File: src/clock_gear_pkg.sv
// package for the clock gear and prescaler control block
// assumes a 32-bit word register port reached by byte offset
package clock_gear_pkg;
    // register byte offsets
    localparam logic [7:0] OFS_SYS_CTRL  = 8'h00;
    localparam logic [7:0] OFS_OSC_CTRL  = 8'h04;
    // system control field positions
    localparam int GEAR_LSB      = 0;
    localparam int PRESC_LSB     = 8;
    localparam int SRC0_BIT      = 12;
    localparam int SRC1_BIT      = 13;
    localparam int CKOUT_LSB     = 16;
    localparam int ADCSTOP_BIT   = 20;
    // oscillation control field positions
    localparam int WSTART_BIT    = 0;
    localparam int WFLAG_BIT     = 1;
    localparam int OSCSEL_BIT    = 17;
    localparam int EXTUSE_BIT    = 18;
    localparam int WSRC_BIT      = 19;
    localparam int WCNT_LSB      = 20;
    // reset values
    localparam logic [2:0]  GEAR_RST   = 3'h0;
    localparam logic [2:0]  PRESC_RST  = 3'h0;
    localparam logic [1:0]  CKOUT_RST  = 2'h1;
    localparam logic [11:0] WCNT_RST   = 12'h800;
    // divider width: longest ratio is 32
    localparam int DIV_W = 5;
    // bus request carrier
    typedef struct packed {
        logic        wr;
        logic        rd;
        logic [7:0]  addr;
        logic [31:0] wdata;
    } reg_req_t;
    // warm-up state
    typedef enum logic [0:0] {W_IDLE, W_RUN} warm_state_t;
endpackage

File: src/clock_div_en.sv
// enable-pulse divider: pulse once every 2**shift cycles of an enable
// assumes one system clock; shift 0 passes the input enable through
module clock_div_en #(
    parameter int W = clock_gear_pkg::DIV_W
) (
    // clock and reset
    input  wire logic         clock_i,
    input  wire logic         rstn_i,
    // control
    input  wire logic         en_i,
    input  wire logic [2:0]   shift_i,
    // output
    output logic              en_o
);
    logic [W-1:0] cnt_r;
    logic [W-1:0] mask;

    // mask of counter bits that must all be set
    assign mask = W'((1 << shift_i) - 1);
    assign en_o = en_i && ((cnt_r & mask) == mask);

    // free counter stepped by the input enable
    always_ff @(posedge clock_i) begin
        if (!rstn_i) begin
            cnt_r <= '0;
        end else if (en_i) begin
            cnt_r <= cnt_r + W'(1);
        end
    end
endmodule

File: src/clock_gear_prescaler_control.sv
// clock gear, peripheral source, prescaler, clock out and warm-up control
// assumes a word register port on the system clock; all clocks are enables
// Functional notes
// [RULE1] adc clock stop bit 20: 0 runs, 1 gates both converter clocks; runs at reset; the block has one adc clock output, which it gates
// [RULE2] software confirms conversions ended before stopping the converter clock
// [RULE3] clock out select bits 17-16: low-speed, half system, system, prescaler base
// [RULE4] source0 bit 12 geared or ungeared clock; source1 bit 13 prescaler or system
// [RULE5] prescaler bits 10-8 divide base by 1 to 32; codes 110 and 111 reserved
// [RULE6] gear bits 2-0: 000 undivided, 100..111 divide by 2..16; 001..011 reserved
// [RULE7] software avoids gear divide-by-16 while the tick timer runs
// [RULE8] warm-up count bits 31-20 are the upper twelve bits of a 16-bit timer
// [RULE9] warm-up source bit 19 picks internal or external high-speed oscillator
// [RULE10] software matches warm-up source to oscillator select before low power
// [RULE11] software sets external oscillator use bit 18 before using crystal pins
// [RULE12] oscillator select bit 17 switches high-speed source internal or external
// [RULE13] warm-up start bit 0 starts timer, reads 0; bit 1 reads 1 while running
// [RULE14] reserved bits read zero; reserved gear or prescaler codes keep old value
module clock_gear_prescaler_control #(
    parameter int WARM_W = 16
) (
    // clock and reset
    input  wire logic                     clock_i,
    input  wire logic                     rstn_i,
    // register port
    input  wire clock_gear_pkg::reg_req_t req_i,
    output logic [31:0]                   rdata_o,
    // clock sources as enables
    input  wire logic                     int_hs_osc_en_i,
    input  wire logic                     ext_hs_osc_en_i,
    input  wire logic                     low_speed_clock_en_i,
    // clock enables out
    output logic                          high_speed_clock_en_o,
    output logic                          sys_clock_en_o,
    output logic                          periph_base_en_o,
    output logic                          prescaler_en_o,
    output logic                          adc_clock_en_o,
    output logic                          clock_out_pin_o,
    // oscillator status
    output logic                          ext_hs_osc_use_o,
    output logic                          warmup_active_flag_o
);
    // control register fields
    logic [2:0]  gear_r;
    logic [2:0]  presc_r;
    logic        src0_r;
    logic        src1_r;
    logic [1:0]  ckout_r;
    logic        adc_stop_r;
    logic [11:0] wcnt_r;
    logic        wsrc_r;
    logic        ext_use_r;
    logic        oscsel_r;
    // warm-up counter and state
    logic [WARM_W-1:0] wtimer_r;
    clock_gear_pkg::warm_state_t wstate_r;

    // decoded strobes and internal enables
    logic        wr_sys;
    logic        wr_osc;
    logic [2:0]  gear_shift;
    logic        hs_en;
    logic        gear_en;
    logic        base_src0;
    logic        presc_en;
    logic        half_sys_en;
    logic        warm_tick;
    logic        clk_out_nxt;

    // write strobes; unmapped offsets are ignored
    assign wr_sys = req_i.wr && (req_i.addr == clock_gear_pkg::OFS_SYS_CTRL);
    assign wr_osc = req_i.wr && (req_i.addr == clock_gear_pkg::OFS_OSC_CTRL);

    // system control fields; reserved codes are dropped
    always_ff @(posedge clock_i) begin
        if (!rstn_i) begin
            gear_r     <= clock_gear_pkg::GEAR_RST;
            presc_r    <= clock_gear_pkg::PRESC_RST;
            src0_r     <= 1'b0;
            src1_r     <= 1'b0;
            ckout_r    <= clock_gear_pkg::CKOUT_RST;
            adc_stop_r <= 1'b0;
        end else if (wr_sys) begin
            // a reserved code would decode as undivided (shift 0), so it is dropped
            if (req_i.wdata[2:0] == 3'h0 || req_i.wdata[2]) begin
                gear_r <= req_i.wdata[2:0]; // RULE14
            end
            if (req_i.wdata[10:9] != 2'h3) begin
                presc_r <= req_i.wdata[10:8]; // RULE14
            end
            src0_r     <= req_i.wdata[clock_gear_pkg::SRC0_BIT];
            src1_r     <= req_i.wdata[clock_gear_pkg::SRC1_BIT];
            ckout_r    <= req_i.wdata[17:16];
            adc_stop_r <= req_i.wdata[clock_gear_pkg::ADCSTOP_BIT];
        end
    end

    // oscillation control fields
    always_ff @(posedge clock_i) begin
        if (!rstn_i) begin
            wcnt_r    <= clock_gear_pkg::WCNT_RST; // RULE8
            wsrc_r    <= 1'b0;
            ext_use_r <= 1'b0;
            oscsel_r  <= 1'b0;
        end else if (wr_osc) begin
            wcnt_r    <= req_i.wdata[31:20];
            wsrc_r    <= req_i.wdata[clock_gear_pkg::WSRC_BIT];
            ext_use_r <= req_i.wdata[clock_gear_pkg::EXTUSE_BIT];
            oscsel_r  <= req_i.wdata[clock_gear_pkg::OSCSEL_BIT];
        end
    end

    // high-speed source and gear
    assign hs_en = oscsel_r ? ext_hs_osc_en_i : int_hs_osc_en_i; // RULE12
    // gear codes 100..111 become shifts 1..4, code 000 shift 0
    assign gear_shift = gear_r[2] ? {1'b0, gear_r[1:0]} + 3'h1 : 3'h0; // RULE6

    // geared system enable
    clock_div_en u_gear (
        .clock_i (clock_i),
        .rstn_i  (rstn_i),
        .en_i    (hs_en),
        .shift_i (gear_shift),
        .en_o    (gear_en)
    );

    // peripheral base clock selection
    assign base_src0 = src0_r ? hs_en : gear_en; // RULE4

    // prescaler divides the source-0 base; reserved ratios never reach it
    clock_div_en u_presc (
        .clock_i (clock_i),
        .rstn_i  (rstn_i),
        .en_i    (base_src0),
        .shift_i (presc_r),
        .en_o    (presc_en)
    ); // RULE5

    // half-rate system enable for the clock out pin
    clock_div_en u_half (
        .clock_i (clock_i),
        .rstn_i  (rstn_i),
        .en_i    (gear_en),
        .shift_i (3'h1),
        .en_o    (half_sys_en)
    );

    // enables handed to the rest of the device
    assign high_speed_clock_en_o = hs_en;
    assign sys_clock_en_o        = gear_en;
    assign prescaler_en_o        = presc_en;
    assign periph_base_en_o      = src1_r ? gear_en : base_src0; // RULE4
    assign adc_clock_en_o        = gear_en && !adc_stop_r; // RULE1

    // clock out pin toggles on the selected enable
    always_comb begin
        case (ckout_r)
            2'h0:    clk_out_nxt = low_speed_clock_en_i; // RULE3
            2'h1:    clk_out_nxt = half_sys_en;
            2'h2:    clk_out_nxt = gear_en;
            2'h3:    clk_out_nxt = base_src0;
            default: clk_out_nxt = 1'b0;
        endcase
    end

    // registered pin: toggling once per enable keeps a clean duty cycle
    always_ff @(posedge clock_i) begin
        if (!rstn_i) begin
            clock_out_pin_o <= 1'b0;
        end else if (clk_out_nxt) begin
            clock_out_pin_o <= !clock_out_pin_o;
        end
    end

    // warm-up timer counts the chosen oscillator up to the programmed value
    assign warm_tick = wsrc_r ? ext_hs_osc_en_i : int_hs_osc_en_i; // RULE9

    // a start while running is ignored; only idle accepts a new start
    always_ff @(posedge clock_i) begin
        if (!rstn_i) begin
            wstate_r <= clock_gear_pkg::W_IDLE;
            wtimer_r <= '0;
        end else begin
            case (wstate_r)
                clock_gear_pkg::W_IDLE: begin
                    if (wr_osc && req_i.wdata[clock_gear_pkg::WSTART_BIT]) begin
                        wstate_r <= clock_gear_pkg::W_RUN; // RULE13
                        wtimer_r <= '0;
                    end
                end
                clock_gear_pkg::W_RUN: begin
                    // stop once the upper timer bits reach the programmed count
                    if (warm_tick) begin
                        if (wtimer_r[WARM_W-1 -: 12] >= wcnt_r) begin // RULE8
                            wstate_r <= clock_gear_pkg::W_IDLE;
                        end else begin
                            wtimer_r <= wtimer_r + WARM_W'(1);
                        end
                    end
                end
                default: wstate_r <= clock_gear_pkg::W_IDLE;
            endcase
        end
    end

    // status outputs straight from flip-flops
    assign warmup_active_flag_o = (wstate_r == clock_gear_pkg::W_RUN);
    assign ext_hs_osc_use_o     = ext_use_r;

    // read data is registered and shows one cycle after the read strobe
    // read data, reserved bits and start bit read zero
    always_ff @(posedge clock_i) begin
        if (!rstn_i) begin
            rdata_o <= 32'h0;
        end else if (req_i.rd) begin
            case (req_i.addr)
                clock_gear_pkg::OFS_SYS_CTRL: rdata_o <= {11'h0, adc_stop_r, 2'h0, ckout_r,
                    2'h0, src1_r, src0_r, 1'b0, presc_r, 5'h0, gear_r}; // RULE14
                clock_gear_pkg::OFS_OSC_CTRL: rdata_o <= {wcnt_r, wsrc_r, ext_use_r,
                    oscsel_r, 15'h0, warmup_active_flag_o, 1'b0}; // RULE13
                default: rdata_o <= 32'h0;
            endcase
        end
    end
endmodule

File: config.mk
export PLATFORM = sky130hd
export DESIGN_NAME = clock_gear_prescaler_control
export DESIGN_NICKNAME = d
export VERILOG_FILES = /design/src/clock_gear_pkg.sv /design/src/clock_div_en.sv /design/src/clock_gear_prescaler_control.sv
export SDC_FILE = /design/constraint.sdc
export NUM_CORES = 1
export LEC_CHECK = 0
export BUFFER_PORTS_ARGS = -buffer_cell sky130_fd_sc_hd__buf_2
export CAP_MARGIN = 5
export CORE_MARGIN = 3
export CORE_UTILIZATION = 47
export DETAILED_ROUTE_END_ITERATION = 8
export PLACE_DENSITY = 0.79
export SLEW_MARGIN = 20
export SYNTH_ARGS = -nofsm -noshare
export SYNTH_HDL_FRONTEND = slang
export SYNTH_SLANG_ARGS = --single-unit
export TNS_END_PERCENT = 20
File: constraint.sdc
create_clock -name clock_i -period 3.59 [get_ports clock_i]
set_input_delay 0.5385 -clock clock_i [delete_from_list [all_inputs] [get_ports clock_i]]
set_output_delay 0.5385 -clock clock_i [all_outputs]
set_load 0.05 [all_outputs]
* Word-level counts from Yosys, hierarchy flattened
Cells that the tools add are included.
** Storage, ports and cells
- Register bits :: 91
- Input bits :: 47
- Output and inout port bits :: 40
- Logic and storage cells :: 71
** Cells by class
- Add/sub/neg operators :: 7
- $lt $le $gt $ge :: 1
- Equal/unequal tests :: 10
- Shift operators :: 2
- Multiplexer cells :: 15
- Bitwise gates (word level) :: 3
- Reduce and logical (&&, ||, !) cells :: 16
** Operator list (count)
- $pmux 32 s2 :: 1
- $mux 16 :: 3
- $pmux 16 s2 :: 1
- $add 16x1->16 const B :: 1
- $add 5x1->5 const B :: 3
- $ge 12x12->1 :: 1
- $and 5x5->5 :: 2
- $eq 5x5->1 :: 2
- $shl 1x3->5 const A :: 2
- $sub 5x2->5 const B :: 2
- $eq 8x3->1 const B :: 1
- $logic_not 8->1 :: 1
- $logic_and 1x1->1 :: 7
- $mux 1 :: 7
- $ne 2x2->1 const B :: 3
- $eq 2x2->1 const B :: 2
- $pmux 1 s4 :: 1
- $reduce_and 2->1 :: 2
- $add 2x1->3 const B :: 1
- $logic_not 3->1 :: 1
- $mux 3 :: 1
- $reduce_and 3->1 :: 1
- $eq 2x1->1 const B :: 1
- $logic_not 1->1 :: 2
- other kinds (5) :: 5

* Longest topological paths before layout
Gate-level depths: netlist of the first run.
- Word-level depth :: 9
- Gate-level depth with buffers :: 13

* Hierarchy
Synthesis of the first run repeated with hierarchy kept, for this count alone.
** Unflattened totals
- Cells, all modules :: 486
- Area, all modules :: 4070.2 um^2
** By module, submodules not included
- clock_gear_prescaler_control :: instances 1, cells an instance 405, area each 3296.9 um^2, seq. area each 1361.3 um^2
- clock_div_en :: instances 3, cells an instance 27, area each 257.7 um^2, seq. area each 100.1 um^2

* Worst setup path before layout of the first run
OpenSTA, ideal clock, no wires.
- Kind :: reg2out
- From :: register gear_r[0]
- To :: output prescaler_en_o
- Data arrival time :: 2.774 ns
- Data required time :: 3.052 ns
- Path slack :: 0.278 ns
- Cell stages (with the launch flop) :: 9
- Path through :: dfxtp_1 ha_1 or4_1 ha_1 and2_1 o21ai_0 a21oi_1 or2_2 a21oi_1
** On the way
- Word-level cells in the longest chain between the ends :: 9
** Ends and longest elaborated chain
- start: declaration :: line clock_gear_prescaler_control.sv:43 : logic [2:0] gear_r;
- start signal: assignment :: line clock_gear_prescaler_control.sv:76 : gear_r <= clock_gear_pkg::GEAR_RST;
- start signal: assignment :: line clock_gear_prescaler_control.sv:85 : gear_r <= req_i.wdata[2:0];
- $add 2x1->3 * :: line clock_gear_prescaler_control.sv:115 : assign gear_shift = gear_r[2] ? {1'b0, gear_r[1:0]} + 3'h1 : 3'h0;
- $mux 3 * :: line clock_gear_prescaler_control.sv:115
- $shl 1x3->5 * :: line clock_div_en.sv:19 : assign mask = W'((1 << shift_i) - 1);
- $sub 5x2->5 * :: line clock_div_en.sv:19
- $and 5x5->5 :: line clock_div_en.sv:20 : assign en_o = en_i && ((cnt_r & mask) == mask);
- $eq 5x5->1 * :: line clock_div_en.sv:20
- $logic_and 1x1->1 * :: line clock_div_en.sv:20
- $mux 1 * :: line clock_gear_prescaler_control.sv:127 : assign base_src0 = src0_r ? hs_en : gear_en;
- $logic_and 1x1->1 * :: line clock_div_en.sv:20
- end: declaration :: line clock_gear_prescaler_control.sv:35 : output logic prescaler_en_o,
Mark *: on every way between the ends. The rest lies on a longest branch, timed or not.

* Final worst setup path of the first run
- From :: register gear_r[0]
- To :: output adc_clock_en_o
** On the way
- Word-level cells in the longest chain between the ends :: 8
** Ends and longest elaborated chain
- $add 2x1->3 * :: line clock_gear_prescaler_control.sv:115
- $mux 3 * :: line clock_gear_prescaler_control.sv:115
- $shl 1x3->5 * :: line clock_div_en.sv:19
- $sub 5x2->5 * :: line clock_div_en.sv:19
- $and 5x5->5 :: line clock_div_en.sv:20
- $eq 5x5->1 * :: line clock_div_en.sv:20
- $logic_and 1x1->1 * :: line clock_div_en.sv:20
- $logic_and 1x1->1 * :: line clock_gear_prescaler_control.sv:152 : assign adc_clock_en_o = gear_en && !adc_stop_r;
- end: declaration :: line clock_gear_prescaler_control.sv:36 : output logic adc_clock_en_o,
Marks and branches as above.

==> results of run 1 <==
==> final timing paths <==
check | startpoint | to | slack (ns) | cells past startpoint
setup / recovery | gear_r[0] | adc_clock_en_o | 0.19 | 9
hold / removal | req_i[18] | ext_hs_osc_use_o | 0.42 | 3
setup reg to reg | gear_r[0] | clock_out_pin_o | 0.61 | 11
hold reg to reg | src1_r | src1_r | 0.47 | 2
==> flip-flops by register name, summed over array words and instances, names as in the netlist <==
register and flops:
presc_r 3, u_gear.cnt_r 5, rdata_o 24, wcnt_r 12, u_presc.cnt_r 5, ext_hs_osc_use_o 1
clock_out_pin_o 1, u_half.cnt_r 1, adc_stop_r 1, warmup_active_flag_o 1, gear_r 3, src1_r 1
wsrc_r 1, src0_r 1, oscsel_r 1, wtimer_r 16, ckout_r 2
==> what timing repair did <==
item	4_1_cts	5_1_grt
gates resized for setup	0	7
hold buffers	0	0
endpoints found under the setup margin	0	4
==> synth_stat cells (8+ instances only) <==
cell,n,share of area [%]
mux2i_1,24,6.4
inv_1,24,2.4
o31ai_1,10,2.0
nor2_1,68,6.8
o21ai_0,10,1.3
clkbuf_1,15,1.5
or4_1,13,2.6
nand3_1,10,1.3
a22oi_1,20,4.0
nand2_1,27,2.7
ha_1,18,6.0
dfxtp_1,79,42
buf_4,8,1.6
a21oi_1,33,4.4
==> cell type report <==
cell class	count	area share, %
timing repair buffer	75	9.008
clock inverter	3	0.9692
inverter	25	2.138
clock buffer	12	3.535
multi-input combinational	311	45.38
tap	102	2.908
sequential	79	36.06
==> through the flow <==
stage                     total power (uW)  hold slack, ns  std cells  instance area [sq um]
after global routing                  1736          0.4055        607                   4389
final                                 1675          0.4178        607                   4389
after detailed placement              1029          0.4588        592                   4180
after floorplan                      992.5          0.4459        441                   3801
after CTS                             1686          0.4009        607                   4378
after global placement                1026          0.4548        592                   4180
==> kinds of logic (layout without fill, tap and decap cells) <==
logic type                 count (synthesis)  count (layout)
and+or+nand+nor                          155             155
AOI/OAI and AO/OA                         94              94
DFF                                       79              79
buffers and inverters                     51             115
muxes                                     25              25
adders and majority gates                 18              18
xor gates and xnor gates                  11              11
other                                      1               8
==> power by group through the flow <==
stage	clock network (uW)	logic (uW)	registers [uW]
2_1_floorplan	0	81.1	911
3_3_place_gp	0	115	910
3_5_place_dp	0	118	911
4_1_cts	677	119	890
5_1_grt	715	130	891
6_report	665	120	890
==> metal layers <==
layer / share of wire, % / vias to the layer above
met5: 0 / -
met1: 43 / 1556
met4: 2.1 / 0
met3: 6.9 / 18
li1: - / 1654
met2: 48 / 107
==> worst reg2reg max path: cells and delay by family (launching register included) <==
kind	cells	cell delay (ns)
buffers and inverters	1	0.10
adders and majority gates	2	0.57
DFF	1	0.41
AOI/OAI and AO/OA	4	0.76
muxes	1	0.20
and+or+nand+nor	3	0.88
==> results.tsv, run 1 <==
stage	metric	value	unit
status	outcome	completed	
yosys	async set-reset flop share out of synthesis	0	%
yosys	Synth Warn #	0	
cts	Worst-Skew Late Latency	0.35	ns
yosys	Gate Count Post-Synth	434	
die	die height	95.62	um
finish	Layout Nets	566	
global_route	GR Util met2	34.68	%
finish	antenna fix cells	0	
yosys	most common flop cell mapped by yosys	dfxtp_1	
global_route	Most Used Layer, Global Route	met2	
timing	final-report hold violation count	0	
global_route	initial antenna violation count	0	
hold_path	Hold Crit Class	primary input to flop	
yosys	main combinational cell family by area after synthesis	simple AND/OR/NAND/NOR gates	
worst_setup_path	Setup crit start kind	flop	
worst_setup_path	endpoint class of the critical path	output pin	
finish	most frequent cells in the layout	78 x dfxtp_1, 68 x nor2_1, 67 x buf_2	
yosys	Netlist cell types	51	
drt	number of remaining DRC errors	0	
die	Die X	95.62	um
cts	H-tree Lvls	3	
die	full die area	9143	sq um
place	GPL Wtd Cong	0.8144	
worst_setup_path	CP max-delay cell	dfxtp_2	
drt	Avg WL per Cell	15.00	um
worst_setup_path	critical path class	flop to output pin	
cts	postcts setup bufs	0	
worst_setup_path	worst path cell trace	ha_2, or4_1, ha_1, and2_1, o21ai_0, a21oi_1, or2_2, nor2_1, clkbuf_4	
timing	Tightest Pin Transition	0.8751	ns
cts	clk buf depth	2	
place	dpl ws	0.4189	ns
timing	final worst slack	0.1901	ns
timing	final worst path period need	3.400	ns
yosys	post-synthesis xor/xnor area fraction	2.552	%
timing	normalized max-slew margin	41.59	%
place	HPWL after DPL	6.636	mm
worst_setup_path	CP top delay family	simple AND/OR/NAND/NOR gates	
timing	Achievable Freq	294.1	MHz
yosys	post-synthesis instance area	3775	sq um
worst_setup_path	CP Data Required Time	3.05	ns
global_route	global-route wire length before repair	15.18	mm
global_route	met3 global-route usage	5.762	%
finish	commonest non-fill, non-tap cell in the layout	dfxtp_1	
global_route	largest net degree at the start of global routing	34	
drt	Vias	3335	
yosys	Synth Area in Compound Gates	16.04	%
pwr	Lkg Pwr	0.001890	uW
timing	Final setup violation count	0	
yosys	mux contribution to synthesized area	6.662	%
worst_setup_path	worst path bufs/invs	1	
pwr	Pint	1274	uW
die	I/O Pins	87	
cts	clock root cell	clkbuf_8	
timing	unrepaired setup endpoints after global routing	no	
cts	cts bufs inserted	9	
pwr	register share of total power	53.2	%
pwr	Clock power frac	39.7	%
global_route	global-route usage over all layers	21.37	%
global_route	GRT Residual Overflow	0	
timing	Fin Clk Skew	0.006565	ns
drt	Vias/cell	5.494	
worst_setup_path	Critical Path AT	2.86	ns
die	# rows	32	
timing	fin crit share	94.70	%
cts	Clock Sinks	79	
yosys	post-synthesis adder-cell area fraction	5.966	%
finish	filler cell count	717	
cts	CTS tree	done	
worst_setup_path	Crit Path Max Fanout	9	
cts	clk slew on worst S/H paths	0.07	ns
finish	register area	1583	sq um
worst_setup_path	Largest stage delay, worst path	0.41	ns
flow_run	Max Cap Viol	0	
finish	multi-input logic area	1992	sq um
pwr	Max VDD drop	0.2538	mV
yosys	number of flops mapped to enable cells by yosys	0	
finish	Final Util	56.51	%
drt	drt pass-1 iters	4	
pwr	Combinational Power Share	7.2	%
die	Initial Util	48.60	%
finish	layout cells sized above 1	19.41	%
drt	Post-Route WL	9.102	mm
yosys	Seq cells post-synth	79	
yosys	simple-gate share of the synthesized area	20.68	%
pwr	Cell Pwr Density	381.6	nW/um^2
die	area of the core	7767	sq um
drt	Antenna Nets Post-Route	0	
pwr	switching pwr	400.8	uW
pwr	switching part of the total	23.93	%
timing	fin. max-slew vios	0	
drt	number of DRC markers in iteration 0	120	
place	IO buf count	70	
timing	Setup TNS	0	ns
yosys	syn avg cell area	8.698	sq um
yosys	sequential area share after synthesis	41.90	%
finish	area delta synth->final	16.27	%
global_route	met1 Use GR	27.10	%
global_route	vias in the first global route	3182	
No activity file was read; power rests on OpenSTA's default activity.
==> inputs of run 2 (changes only) <==
--- a/config.mk
+++ b/config.mk
@@ -12,4 +12,5 @@
 export DETAILED_ROUTE_END_ITERATION = 8
 export PLACE_DENSITY = 0.79
+export SETUP_SLACK_MARGIN = 0.4
 export SLEW_MARGIN = 20
 export SYNTH_ARGS = -nofsm -noshare
==> constraint.sdc (replaced) <==
create_clock -name clock_i -period 3.59 [get_ports clock_i]
set_input_delay 0.5385 -clock clock_i [delete_from_list [all_inputs] [get_ports clock_i]]
set_output_delay 0.5385 -clock clock_i [all_outputs]
set_load 0.005 [all_outputs]
==> results.tsv, run 2 (same netlist as run 1, synthesis figures left out) <==
stage	metric	value	unit	change
status	outcome	completed		
global_route	GR Util met2	35.84	%	+1.2 points
cts	clk slew on worst S/H paths	0.09	ns	+0.02 ns
global_route	met1 Use GR	27.19	%	+0.085 points
worst_setup_path	worst path cell trace	ha_4, or4_4, ha_4, nor4bb_1, o21ai_1, a21oi_1, or2_4, o21ai_0, buf_2		
cts	clk buf depth	2		unchanged
timing	normalized max-slew margin	39.45	%	-2.1 points
global_route	largest net degree at the start of global routing	36		+5.9%
worst_setup_path	Largest stage delay, worst path	0.44	ns	+0.03 ns
drt	number of DRC markers in iteration 0	182		+52%
worst_setup_path	Critical Path AT	2.54	ns	-0.32 ns
drt	Antenna Nets Post-Route	0		unchanged
die	area of the core	7767	sq um	unchanged
worst_setup_path	Setup crit start kind	flop		
finish	max reg flops	24		unchanged
timing	unrepaired setup endpoints after global routing	no		
global_route	GRT Residual Overflow	0		unchanged
timing	fin crit share	85.80	%	-8.9 points
global_route	Most Used Layer, Global Route	met2		
finish	filler cell count	711		-0.84%
cts	clock root cell	clkbuf_8		
die	full die area	9143	sq um	unchanged
place	HPWL after DPL	6.534	mm	-1.5%
pwr	Lkg Pwr	0.001909	uW	+1.0%
finish	Final Util	57.15	%	+0.64 points
cts	H-tree Lvls	3		unchanged
timing	Setup TNS	0	ns	unchanged
drt	number of remaining DRC errors	0		unchanged
pwr	Max VDD drop	0.2077	mV	-18%
global_route	initial antenna violation count	0		unchanged
global_route	met3 global-route usage	5.683	%	-0.079 points
global_route	global-route wire length before repair	15.26	mm	+0.54%
pwr	Design Power	1714	uW	+2.3%
timing	Final setup violation count	0		unchanged
pwr	Cell Pwr Density	386.0	nW/um^2	+1.2%
worst_setup_path	CP Data Required Time	3.05	ns	about the same
die	die height	95.62	um	unchanged
place	Placed Cells	591		-0.17%
timing	Achievable Freq	324.7	MHz	+10%
cts	Worst-Skew Late Latency	0.36	ns	about the same
finish	most frequent cells in the layout	76 x dfxtp_1, 70 x buf_2, 68 x nor2_1		
die	I/O Pins	87		unchanged
place	GPL Wtd Cong	0.8144		unchanged
worst_setup_path	CP most frequent cell	ha_4		
timing	fin. max-slew vios	0		unchanged
place	IO buf count	70		unchanged
worst_setup_path	critical path class	flop to output pin		
timing	final worst path period need	3.080	ns	-0.3197 ns
cts	cts bufs inserted	9		unchanged
worst_setup_path	Crit Path Max Fanout	9		unchanged
finish	largest register by flop count	rdata_o		
timing	Tightest Pin Transition	0.9073	ns	+0.03211 ns
cts	Hold Buf Count CTS	0		unchanged
global_route	vias in the first global route	3199		+0.53%
finish	antenna fix cells	0		unchanged
drt	Avg WL per Cell	15.11	um	+0.75%
flow_run	Max Cap Viol	0		unchanged
finish	layout cells sized above 1	20.75	%	+1.3 points
drt	Vias	3337		+0.060%
worst_setup_path	endpoint class of the critical path	output pin		
global_route	global-route usage over all layers	21.43	%	+0.063 points
cts	CTS tree	done		
finish	top flop regs	rdata_o (24), wtimer_r (16), wcnt_r (12)		
worst_setup_path	CP max-delay cell	or4_4		
cts	Clock Sinks	79		unchanged
hold_path	Hold Crit Class	primary input to flop		
die	# rows	32		unchanged
finish	Finished Layout Cells	608		+0.16%
timing	Fin Clk Skew	0.01339	ns	+0.006827 ns
finish	Layout Nets	566		unchanged
drt	Vias/cell	5.488		-0.10%
timing	final-report hold violation count	0		unchanged
finish	area delta synth->final	17.60	%	
die	Initial Util	48.60	%	unchanged
finish	commonest non-fill, non-tap cell in the layout	dfxtp_1		
timing	Hold WS	0.3962	ns	-0.02154 ns
drt	Post-Route WL	9.185	mm	+0.91%
drt	drt pass-1 iters	5		+1
die	Die X	95.62	um	unchanged
run 2: timing repair:
item | 4_1_cts | 5_1_grt
pin swaps | 0 | 3
endpoints found under the setup margin | 4 | 4
setup buffers | 0 | 1
gates resized for setup | 8 | 3
run 2: cell type report:
cell class                 count  area, sq um  share of cell area [%]
multi-input combinational    311         2021                   45.52
timing repair buffer          75        387.9                   8.737
tap                          102        127.6                   2.875
clock buffer                  10        137.6                   3.100
clock inverter                 6        83.83                   1.888
inverter                      25        93.84                   2.114
sequential                    79         1588                   35.77
run 2: final timing paths:
| path | endpoint | start | slack (ns) | depth (start not counted) |
|---|---|---|---|---|
| max reg2reg | wtimer_r[14] | wcnt_r[5] | 0.72 | 9 |
| max | periph_base_en_o | gear_r[0] | 0.51 | 9 |
| min | wcnt_r[11] | req_i[31] | 0.40 | 3 |
| min reg2reg | clock_out_pin_o | clock_out_pin_o | 0.48 | 2 |
run 2: through the flow:
step | area (sq um) | worst slack, ns
global route | 4439 | 0.3927
CTS | 4418 | 0.4378
detailed placement | 4173 | 0.5323
global placement | 4173 | 0.6414
finish | 4439 | 0.5098
floorplan | 3801 | 0.8905
run 2: power by group:
group,leakage [uW],switching (uW),internal (uW),total (uW)
sequential,0.000639,8.27,882,890
clock,0.000116,325,408,733
combinational,0.00115,54.2,36.1,90.3
total,0.00191,388,1330,1710
run 2: worst max-delay path, delay by kind of cell, from the launching register on:
family	cells	cell delay, ns
AOI/OAI and AO/OA	3	0.35
adders and majority gates	2	0.45
and+or+nand+nor	3	0.88
buffers and inverters	1	0.13
DFF	1	0.38
run 2: routing by layer:
layer	vias up	routed length, um
met3	15	458
li1	1659	-
met5	-	0
met2	80	4463
met4	0	129
met1	1583	4132
==> inputs of run 3 (changes only) <==
BUFFER_PORTS_ARGS = -buffer_cell sky130_fd_sc_hd__clkbuf_2   (was -buffer_cell sky130_fd_sc_hd__buf_2)
==> results.tsv, run 3 (same netlist as run 1, synthesis figures left out) <==
stage	metric	value	unit	change
worst_setup_path	endpoint class of the critical path	output pin		
pwr	Pint	1293	uW	-2.5%
worst_setup_path	Crit Path Max Fanout	6		-3
status	outcome	completed		
place	HPWL after DPL	6.498	mm	-0.56%
finish	max reg flops	24		unchanged
pwr	Clock power frac	41.3	%	-1.5 points
finish	most frequent cells in the layout	76 x dfxtp_1, 70 x clkbuf_2, 67 x nor2_1		
finish	area delta synth->final	17.34	%	
die	area of the core	7767	sq um	unchanged
cts	Clock Sinks	79		unchanged
drt	Avg WL per Cell	15.05	um	-0.39%
place	Placed Area	4165	sq um	-0.18%
finish	layout cells sized above 1	20.75	%	unchanged
global_route	vias in the first global route	3208		+0.28%
worst_setup_path	Setup crit start kind	flop		
cts	H-tree Lvls	3		unchanged
timing	final-report hold violation count	0		unchanged
finish	Finished Cell Area	4429	sq um	-0.23%
cts	CTS tree	done		
global_route	largest net degree at the start of global routing	43		+19%
finish	commonest non-fill, non-tap cell in the layout	dfxtp_1		
finish	largest register by flop count	rdata_o		
timing	Tightest Pin Transition	0.8718	ns	-0.03542 ns
timing	Fin Clk Skew	0.006298	ns	-0.007094 ns
pwr	Max VDD drop	0.2578	mV	+24%
worst_setup_path	R2R Setup Slk	0.75	ns	+0.03 ns
global_route	global-route wire length before repair	14.68	mm	-3.8%
finish	top flop regs	rdata_o (24), wtimer_r (16), wcnt_r (12)		
drt	Vias/cell	5.523		+0.63%
die	# rows	32		unchanged
die	full die area	9143	sq um	unchanged
drt	Post-Route WL	9.149	mm	-0.39%
die	Initial Util	48.60	%	unchanged
timing	Achievable Freq	319.8	MHz	-1.5%
cts	clk slew on worst S/H paths	0.08	ns	about the same
finish	Final Util	57.02	%	-0.13 points
global_route	initial antenna violation count	0		unchanged
pwr	Cell Pwr Density	376.5	nW/um^2	-2.5%
global_route	GRT Residual Overflow	0		unchanged
pwr	switching pwr	374.1	uW	-3.5%
pwr	switching part of the total	22.43	%	-0.19 points
flow_run	Max Cap Viol	0		unchanged
pwr	Lkg Pwr	0.001887	uW	-1.1%
timing	fin crit share	87.09	%	+1.3 points
worst_setup_path	Critical Path AT	2.59	ns	+0.05 ns
timing	fin. max-slew vios	0		unchanged
timing	normalized max-slew margin	41.81	%	+2.4 points
drt	Vias	3358		+0.63%
drt	drt pass-1 iters	5		unchanged
pwr	register share of total power	53.3	%	+1.4 points
worst_setup_path	CP Data Required Time	3.05	ns	about the same
drt	number of DRC markers in iteration 0	181		-0.55%
hold_path	Hold Crit Class	primary input to flop		
die	die height	95.62	um	unchanged
cts	clk buf depth	2		unchanged
timing	final worst path period need	3.126	ns	+0.04628 ns
global_route	global-route usage over all layers	20.67	%	-0.76 points
timing	Final setup violation count	0		unchanged
die	Die X	95.62	um	unchanged
die	I/O Pins	87		unchanged
cts	clock root cell	clkbuf_8		
place	IO buf count	70		unchanged
place	GPL Wtd Cong	0.8081		-0.77%
drt	number of remaining DRC errors	0		unchanged
worst_setup_path	critical path class	flop to output pin		
drt	Antenna Nets Post-Route	0		unchanged
timing	unrepaired setup endpoints after global routing	no		
pwr	Combinational Power Share	5.3	%	about the same
finish	Layout Nets	566		unchanged
timing	Setup TNS	0	ns	unchanged
finish	antenna fix cells	0		unchanged
cts	Worst-Skew Late Latency	0.36	ns	about the same
cts	cts bufs inserted	9		unchanged
## run 3: critical path, cell delays in order, from the launching register on
cell      delay, ns
dfxtp_4        0.37
ha_4           0.26
or4_4          0.44
ha_4           0.19
nor4bb_1       0.25
o21ai_0        0.12
a21oi_1        0.19
or2_4          0.19
o21ai_0        0.09
clkbuf_2       0.13
## run 3: per-layer routing
layer / routed length, um / track usage [%]
met4: 162 / 7.701
met5: 0 / 0
met3: 565 / 5.209
met1: 4030 / 26.08
met2: 4390 / 33.93
## run 3: layout make-up
type,count,area (sq um)
clock buffer,13,168.9
clock inverter,3,40.04
fill,691,3338
inverter,25,93.84
multi-input combinational,311,2023
sequential,79,1588
tap,102,127.6
timing repair buffer,75,387.9
## run 3: what timing repair did
item / in CTS / in global routing
setup endpoints to repair: 4 / 4
pin swaps: 0 / 2
hold buffers: 0 / 0
setup buffers: 0 / 2
resized for setup: 7 / 4
## run 3: final timing paths
path / startpoint / endpoint / cells after the start
max: gear_r[0] / periph_base_en_o / 9
min: req_i[12] / src0_r / 3
max reg2reg: wcnt_r[6] / wtimer_r[7] / 9
min reg2reg: src1_r / src1_r / 2
## run 3: stage by stage
stage / worst slack (ns) / power (uW) / cells / hold slack (ns)
floorplan: 0.8905 / 962.7 / 441 / 0.4459
finish: 0.4635 / 1668 / 608 / 0.3972
global route: 0.3821 / 1737 / 608 / 0.4046
global placement: 0.6313 / 995.8 / 590 / 0.4545
detailed placement: 0.5750 / 997.7 / 590 / 0.4610
CTS: 0.4014 / 1676 / 606 / 0.3938
## run 3: power groups by stage
stage,clock network [uW],registers [uW],logic [uW]
detailed placement,0,911,87.1
floorplan,0,909,53.6
global placement,0,910,85.4
finish,689,889,89.0
global route,748,890,98.7
CTS,699,889,88.0
